### config.mk
export PLATFORM = sky130hd
export DESIGN_NAME = sr_top
export DESIGN_NICKNAME = d
export VERILOG_FILES = /design/src/hdl/sr_pkg.sv /design/src/hdl/sr_edge.sv /design/src/hdl/sr_scan.sv /design/src/hdl/sr_top.sv
export SDC_FILE = /design/constraint.sdc
export NUM_CORES = 1
export LEC_CHECK = 0
export ABC_AREA = 1
export CAP_MARGIN = 20
export CORE_MARGIN = 3
export CORE_UTILIZATION = 45
export DETAILED_ROUTE_END_ITERATION = 6
export DONT_BUFFER_PORTS = 1
export MAX_ROUTING_LAYER = met4
export SLEW_MARGIN = 5
export SYNTH_ARGS = -nofsm -noshare
export SYNTH_HDL_FRONTEND = slang
export SYNTH_SLANG_ARGS = --single-unit
### constraint.sdc
create_clock -name ref_clk -period 1.5 [get_ports ref_clk]
set_input_delay 0.15 -clock ref_clk [delete_from_list [all_inputs] [get_ports ref_clk]]
set_output_delay 0.15 -clock ref_clk [all_outputs]
set_load 0.005 [all_outputs]
### src/hdl/sr_pkg.sv
// shared constants and types for the scan-driven byte shift register
package sr_pkg;

	localparam int ADDR_W = 4;
	localparam int DATA_W = 32;
	localparam int BYTE_W = 8;
	localparam int NUM_BYTES = 4;
	localparam int SCAN_W = 16;

	// register byte offsets
	localparam logic [3:0] OFF_CTRL   = 4'h0;
	localparam logic [3:0] OFF_STATUS = 4'h4;
	localparam logic [3:0] OFF_STORE  = 4'h8;
	localparam logic [3:0] OFF_SCAN   = 4'hC;

	// control field positions
	localparam int CTRL_BYTE_LSB = 0;
	localparam int CTRL_BYTE_MSB = 1;
	localparam int CTRL_SEL_LSB  = 2;
	localparam int CTRL_SEL_MSB  = 4;
	localparam int CTRL_RETAIN   = 5;
	localparam int CTRL_RUN      = 6;

	// status field positions
	localparam int STAT_BYTE_LSB = 0;
	localparam int STAT_BYTE_MSB = 7;
	localparam int STAT_OUT      = 8;

	// reset values
	localparam logic [6:0]        CTRL_RST  = 7'h40;
	localparam logic [SCAN_W-1:0] SCAN_RST  = 16'h0000;
	localparam logic [BYTE_W-1:0] BYTE_RST  = 8'h00;
	localparam logic [DATA_W-1:0] READ_IDLE = 32'h0000_0000;

	typedef struct packed {
		logic       run;
		logic       retain;
		logic [2:0] out_sel;
		logic [1:0] byte_idx;
	} sr_cfg_s;

	typedef struct packed {
		logic data;
		logic dir;
		logic strobe_rise;
		logic clear_rise;
		logic loss_rise;
	} sr_in_s;

endpackage

### src/hdl/sr_edge.sv
// pin synchroniser with once-per-scan sampling and rising edge detect
`timescale 1ns/1ns
`default_nettype none
module sr_edge (
	input  wire logic ref_clk,
	input  wire logic rst,
	input  wire logic pin,
	input  wire logic sample,
	output logic      level,
	output logic      rise
);
	logic sync1;
	logic sync2;
	logic next_level;
	logic next_rise;

	// edge is judged against the previous scan's sample
	always_comb begin
		next_level = level;
		next_rise = 1'b0;
		if (sample) begin
			next_level = sync2;
			next_rise = sync2 & ~level;
		end
	end

	always_ff @(posedge ref_clk) begin
		if (rst) begin
			sync1 <= 1'b0;
			sync2 <= 1'b0;
			level <= 1'b0;
			rise <= 1'b0;
		end else begin
			sync1 <= pin;
			sync2 <= sync1;
			level <= next_level;
			rise <= next_rise;
		end
	end
endmodule
`default_nettype wire

### src/hdl/sr_scan.sv
// scan tick divider: one-cycle enable every period+1 clocks while running
`timescale 1ns/1ns
`default_nettype none
module sr_scan (
	input  wire logic                      ref_clk,
	input  wire logic                      rst,
	input  wire logic                      run,
	input  wire logic [sr_pkg::SCAN_W-1:0] period,
	output logic                           tick
);
	logic [sr_pkg::SCAN_W-1:0] count;
	logic [sr_pkg::SCAN_W-1:0] next_count;
	logic                      next_tick;

	always_comb begin
		next_count = count;
		next_tick = 1'b0;
		if (!run) begin
			next_count = sr_pkg::SCAN_RST;
		end else if (count >= period) begin
			next_count = sr_pkg::SCAN_RST;
			next_tick = 1'b1;
		end else begin
			next_count = count + 16'h0001;
		end
	end

	always_ff @(posedge ref_clk) begin
		if (rst) begin
			count <= sr_pkg::SCAN_RST;
			tick <= 1'b0;
		end else begin
			count <= next_count;
			tick <= next_tick;
		end
	end
endmodule
`default_nettype wire

### src/hdl/sr_top.sv
// eight-bit bidirectional shift register block with register port
//
// The placing of the registers and the strobed register port were decided locally.
`timescale 1ns/1ns
`default_nettype none
// Operation
// - a strobe rising edge caught at a scan sample samples data and shifts once unless clear rises in the same scan; falling edges ignored
// - direction low: data enters bottom_bit, bits move toward top_bit
// - direction high: data enters top_bit, bits move toward bottom_bit
// - clear rising edge zeroes all eight bits
// - output always shows one chosen bit, positions one to eight
// - storage is four bytes; a byte index picks the one used
// - without retention, power loss empties the register
// - with retention, all eight bits survive power loss
module sr_top (
	input  wire logic                      ref_clk,
	input  wire logic                      rst,
	input  wire logic                      data_pin,
	input  wire logic                      strobe_pin,
	input  wire logic                      dir_pin,
	input  wire logic                      clear_pin,
	input  wire logic                      power_lost_pin,
	input  wire logic [sr_pkg::ADDR_W-1:0] addr,
	input  wire logic [sr_pkg::DATA_W-1:0] wr_data,
	input  wire logic                      wr_en,
	input  wire logic                      rd_en,
	output logic      [sr_pkg::DATA_W-1:0] rd_data,
	output logic                           q_out
);
	sr_pkg::sr_cfg_s           cfg;
	sr_pkg::sr_cfg_s           next_cfg;
	logic [sr_pkg::SCAN_W-1:0] scan_period;
	logic [sr_pkg::SCAN_W-1:0] next_scan_period;
	logic [sr_pkg::BYTE_W-1:0] store [sr_pkg::NUM_BYTES];
	logic [sr_pkg::BYTE_W-1:0] next_store [sr_pkg::NUM_BYTES];
	logic                      next_q;
	logic [sr_pkg::DATA_W-1:0] next_rd_data;
	logic [sr_pkg::BYTE_W-1:0] cur;
	logic [sr_pkg::BYTE_W-1:0] shifted;
	logic                      scan_tick;
	sr_pkg::sr_in_s            in_s;

	sr_scan u_scan (
		.ref_clk (ref_clk),
		.rst     (rst),
		.run     (cfg.run),
		.period  (scan_period),
		.tick    (scan_tick)
	);

	// level inputs, strobe and clear share the scan sample point; power loss is sampled every clock
	sr_edge u_data (
		.ref_clk (ref_clk),
		.rst     (rst),
		.pin     (data_pin),
		.sample  (scan_tick),
		.level   (in_s.data),
		.rise    ()
	);

	sr_edge u_dir (
		.ref_clk (ref_clk),
		.rst     (rst),
		.pin     (dir_pin),
		.sample  (scan_tick),
		.level   (in_s.dir),
		.rise    ()
	);

	sr_edge u_strobe (
		.ref_clk (ref_clk),
		.rst     (rst),
		.pin     (strobe_pin),
		.sample  (scan_tick),
		.level   (),
		.rise    (in_s.strobe_rise)
	);

	sr_edge u_clear (
		.ref_clk (ref_clk),
		.rst     (rst),
		.pin     (clear_pin),
		.sample  (scan_tick),
		.level   (),
		.rise    (in_s.clear_rise)
	);

	// power loss must be seen even while scanning is halted
	sr_edge u_loss (
		.ref_clk (ref_clk),
		.rst     (rst),
		.pin     (power_lost_pin),
		.sample  (1'b1),
		.level   (),
		.rise    (in_s.loss_rise)
	);

	// register port: configuration writes
	always_comb begin
		next_cfg = cfg;
		next_scan_period = scan_period;
		if (wr_en) begin
			case (addr)
				sr_pkg::OFF_CTRL: begin
					next_cfg.byte_idx =
						wr_data[sr_pkg::CTRL_BYTE_MSB:sr_pkg::CTRL_BYTE_LSB];
					next_cfg.out_sel =
						wr_data[sr_pkg::CTRL_SEL_MSB:sr_pkg::CTRL_SEL_LSB];
					next_cfg.retain = wr_data[sr_pkg::CTRL_RETAIN];
					next_cfg.run = wr_data[sr_pkg::CTRL_RUN];
				end
				sr_pkg::OFF_SCAN: begin
					next_scan_period = wr_data[sr_pkg::SCAN_W-1:0];
				end
				default: begin
					next_cfg = cfg;
				end
			endcase
		end
	end

	always_ff @(posedge ref_clk) begin
		if (rst) begin
			cfg <= sr_pkg::CTRL_RST;
			scan_period <= sr_pkg::SCAN_RST;
		end else begin
			cfg <= next_cfg;
			scan_period <= next_scan_period;
		end
	end

	// shift datapath on the selected byte
	always_comb begin
		cur = store[cfg.byte_idx];
		if (in_s.dir) begin
			shifted = {in_s.data, cur[7:1]};
		end else begin
			shifted = {cur[6:0], in_s.data};
		end
		for (int i = 0; i < sr_pkg::NUM_BYTES; i++) begin
			next_store[i] = store[i];
		end
		if (in_s.clear_rise) begin
			next_store[cfg.byte_idx] = sr_pkg::BYTE_RST;
		end else if (in_s.strobe_rise) begin
			next_store[cfg.byte_idx] = shifted;
		end
		// whole byte kept when retaining, never part of it
		if (in_s.loss_rise && !cfg.retain) begin
			next_store[cfg.byte_idx] = sr_pkg::BYTE_RST;
		end
		next_q = store[cfg.byte_idx][cfg.out_sel];
	end

	always_ff @(posedge ref_clk) begin
		if (rst) begin
			for (int i = 0; i < sr_pkg::NUM_BYTES; i++) begin
				store[i] <= sr_pkg::BYTE_RST;
			end
			q_out <= 1'b0;
		end else begin
			for (int i = 0; i < sr_pkg::NUM_BYTES; i++) begin
				store[i] <= next_store[i];
			end
			q_out <= next_q;
		end
	end

	// register port: read data valid only in the cycle after rd_en
	always_comb begin
		next_rd_data = sr_pkg::READ_IDLE;
		if (rd_en) begin
			case (addr)
				sr_pkg::OFF_CTRL: begin
					next_rd_data[sr_pkg::CTRL_BYTE_MSB:sr_pkg::CTRL_BYTE_LSB] =
						cfg.byte_idx;
					next_rd_data[sr_pkg::CTRL_SEL_MSB:sr_pkg::CTRL_SEL_LSB] =
						cfg.out_sel;
					next_rd_data[sr_pkg::CTRL_RETAIN] = cfg.retain;
					next_rd_data[sr_pkg::CTRL_RUN] = cfg.run;
				end
				sr_pkg::OFF_STATUS: begin
					next_rd_data[sr_pkg::STAT_BYTE_MSB:sr_pkg::STAT_BYTE_LSB] =
						cur;
					next_rd_data[sr_pkg::STAT_OUT] = q_out;
				end
				sr_pkg::OFF_STORE: begin
					next_rd_data = {store[3], store[2], store[1], store[0]};
				end
				sr_pkg::OFF_SCAN: begin
					next_rd_data[sr_pkg::SCAN_W-1:0] = scan_period;
				end
				default: begin
					next_rd_data = sr_pkg::READ_IDLE;
				end
			endcase
		end
	end

	always_ff @(posedge ref_clk) begin
		if (rst) begin
			rd_data <= sr_pkg::READ_IDLE;
		end else begin
			rd_data <= next_rd_data;
		end
	end
endmodule
`default_nettype wire

==> qor.csv <==
metric,value,unit
synth_warnings,0,
cts.path.max_buffers,2,
grt_remaining_overflow,0,
routed_wl,15200,µm
critical_path_arrival,1900,ps
antenna_found_initial,0,
cts_buffers,17,
die_h,117,µm
path_class,reg -> reg,
period_needed,1600,ps
fin_tns_setup,-1460,ps
avgRoutedWirePerCell,15.6,µm
antenna_left,0,
dp_worst_setup_slack,-266,ps
p_leak,2.88,nW
vias,4938,
io_buffers,0,
grt_pass1_vias,4625,
synth_top_area_share,44.9,%
drive_gt1_share,28.8,%
gp_congestion,0.913,
ys_top_cells_by_area,"dfxtp_1 (45%), nand2_1 (7.7%), inv_1 (7.1%), a21oi_1 (4.7%), nor2_1 (4.6%)",
required,1800,ps
drt_iter0_drc,306,
clock-sinks,125,
cts_root_buf,clkbuf_16,
tightest_slew,576,ps
hpwl,10800,µm
drc_errors,0,
htree_num_levels,4,
start_util,46.2,%
ys_types,37,
grt_pass1_wl,23700,µm
pwr-share-clk,51.1,%
grt_max_degree,24,
setup_viol,17,
ys_seq_area_share,44.9,%
syn_avg_cell_area,7.85,µm²
n_antenna_cell,0,
fin_nets,861,
routed_via_density,5.04,
area_growth,33.0,%
core,12100,µm²
max_clock_freq,623,MHz
hold_ws,38.6,ps
track_usage,23.5,%
cts.clk_slew.worst_paths,60,ps
outcome,"finished, violations left",
syn_area,5570,µm²
finClkSkew,9.99,ps
die_w,117,µm
rsz0062_at_grt,yes,
p_int,6.29,mW
startpoint_type,flop,
seqPwrFrac,41.9,%
clock_latency,420,ps
worst_slack,-104,ps
ios,78,
ys_seq_elements,125,
synthCells,710,
max_slew_margin,61.5,%
slew_violations,0,
synth_top_area_cell,dfxtp_1,
dr.pass1.iters,5,
power.switching,1.83,mW
end_kind,flop,
violations,setup timing,
syn_nets,772,
hold_class,in -> reg,
combPwrFrac,7.0,%
cts_tree,done,
rows,40,
hold_viol_final,0,
switching_share,22.5,%
fin_util,61.4,%
min_period_over_period,107,%
die-area,13800,µm²
crit_fanout,8,
maxCapViolations,0,
power.density,1100,nW/µm²
irDropWorstVdd,0.000844,V
-- cells by family after synthesis --
group,share of synthesized area [%]
AND/OR/NAND/NOR,23.2
AO/OA/AOI/OAI,15.3
buffers and inverters,10.5
flip-flops,44.9
adder cells (fa/ha/maj),3.82
XOR/XNOR,2.20
-- cells in the mapped netlist, drive strengths merged --
master	count
a211oi	10
a21o	1
a21oi	54
a22oi	6
a31oi	1
buf	14
clkbuf	5
dfxtp	125
ha	17
inv	116
nand2	134
nand3	42
nand4	5
nor2	85
nor3	9
o21ai	46
o21bai	1
o221ai	1
o22ai	16
o32ai	7
or2	1
xnor2	6
xor2	8
-- state kept, by name, summed over array words and instances (netlist names), 7 cells and up, named ones only --
register and flops:
scan_period 16, cfg 7, store 32, rd_data 32, u_scan.count 16
-- layout by cell type, fill, tap and decap left out, drive strengths merged, types with 2 or more instances in the layout --
master,count
nand2,134
dfxtp,125
inv,116
nor2,85
buf,64
a21oi,54
o21ai,46
nand3,42
dlygate4sd3,24
clkbuf,21
ha,17
o22ai,16
a211oi,10
nor3,9
xor2,8
o32ai,7
clkinv,7
a22oi,6
xnor2,6
nand4,5
bufinv,3
clkinvlp,2
-- cell type report --
class / instances / area (µm²)
inverter: 116 / 452
multi-input combinational: 450 / 2840
fill: 1033 / 4650
timing repair buffer: 89 / 790
clock inverter: 12 / 144
clock buffer: 20 / 457
tap: 168 / 210
sequential: 125 / 2520
-- timing repair --
action                                  4_1_cts  5_1_grt
resized for setup                            48       45
hold buffers                                 24        0
endpoints found under the setup margin       17       41
gates cloned                                  1        1
buffers inserted                              7        4
endpoints found under the hold margin        41        0
pin swaps                                    25       18
-- per-layer routing --
layer | up-vias | wire length (µm) | global-route usage [%]
met1 | 2288 | 7160 | 31.8
met3 | 21 | 845 | 5.91
met5 | - | 0 | -
met2 | 137 | 7030 | 34.4
li1 | 2492 | - | -
met4 | 0 | 214 | 7.80
-- critical path, stage by stage, from the launching register on --
cell,delay [ps]
dfxtp_2,320
inv_2,50
ha_4,250
nand2_2,50
inv_2,70
nand3_4,70
nor3_4,240
nand2_2,120
nand4_4,130
buf_12,160
nor2_4,40
-- through the flow --
stage / power [mW] / cells / instance area [µm²]
after floorplan: 3.73 / 710 / 5580
after global placement: 3.85 / 915 / 6090
after detailed placement: 3.85 / 915 / 6090
after CTS: 8.16 / 978 / 7220
after global routing: 8.41 / 980 / 7410
final: 8.12 / 980 / 7410
-- worst paths after layout --
kind	from	end	slack, ps	cells after the start
worst max-delay path	scan_period[10]	u_scan.count[9]	-100	10
worst min-delay path	rst	u_dir.level	40	3
worst max register to register	scan_period[10]	u_scan.count[9]	-100	10
worst min register to register	u_dir.sync1	u_dir.sync2	390	2
-- power groups by stage --
| stage | Combinational, mW | Clock [mW] | Sequential (mW) |
|---|---|---|---|
| 2_1_floorplan | 0.272 | 0 | 3.46 |
| 3_3_place_gp | 0.376 | 0 | 3.47 |
| 3_5_place_dp | 0.384 | 0 | 3.47 |
| 4_1_cts | 0.545 | 4.22 | 3.40 |
| 5_1_grt | 0.619 | 4.38 | 3.40 |
| 6_report | 0.567 | 4.15 | 3.40 |
Note: power is estimated with default switching activity, not from simulation.
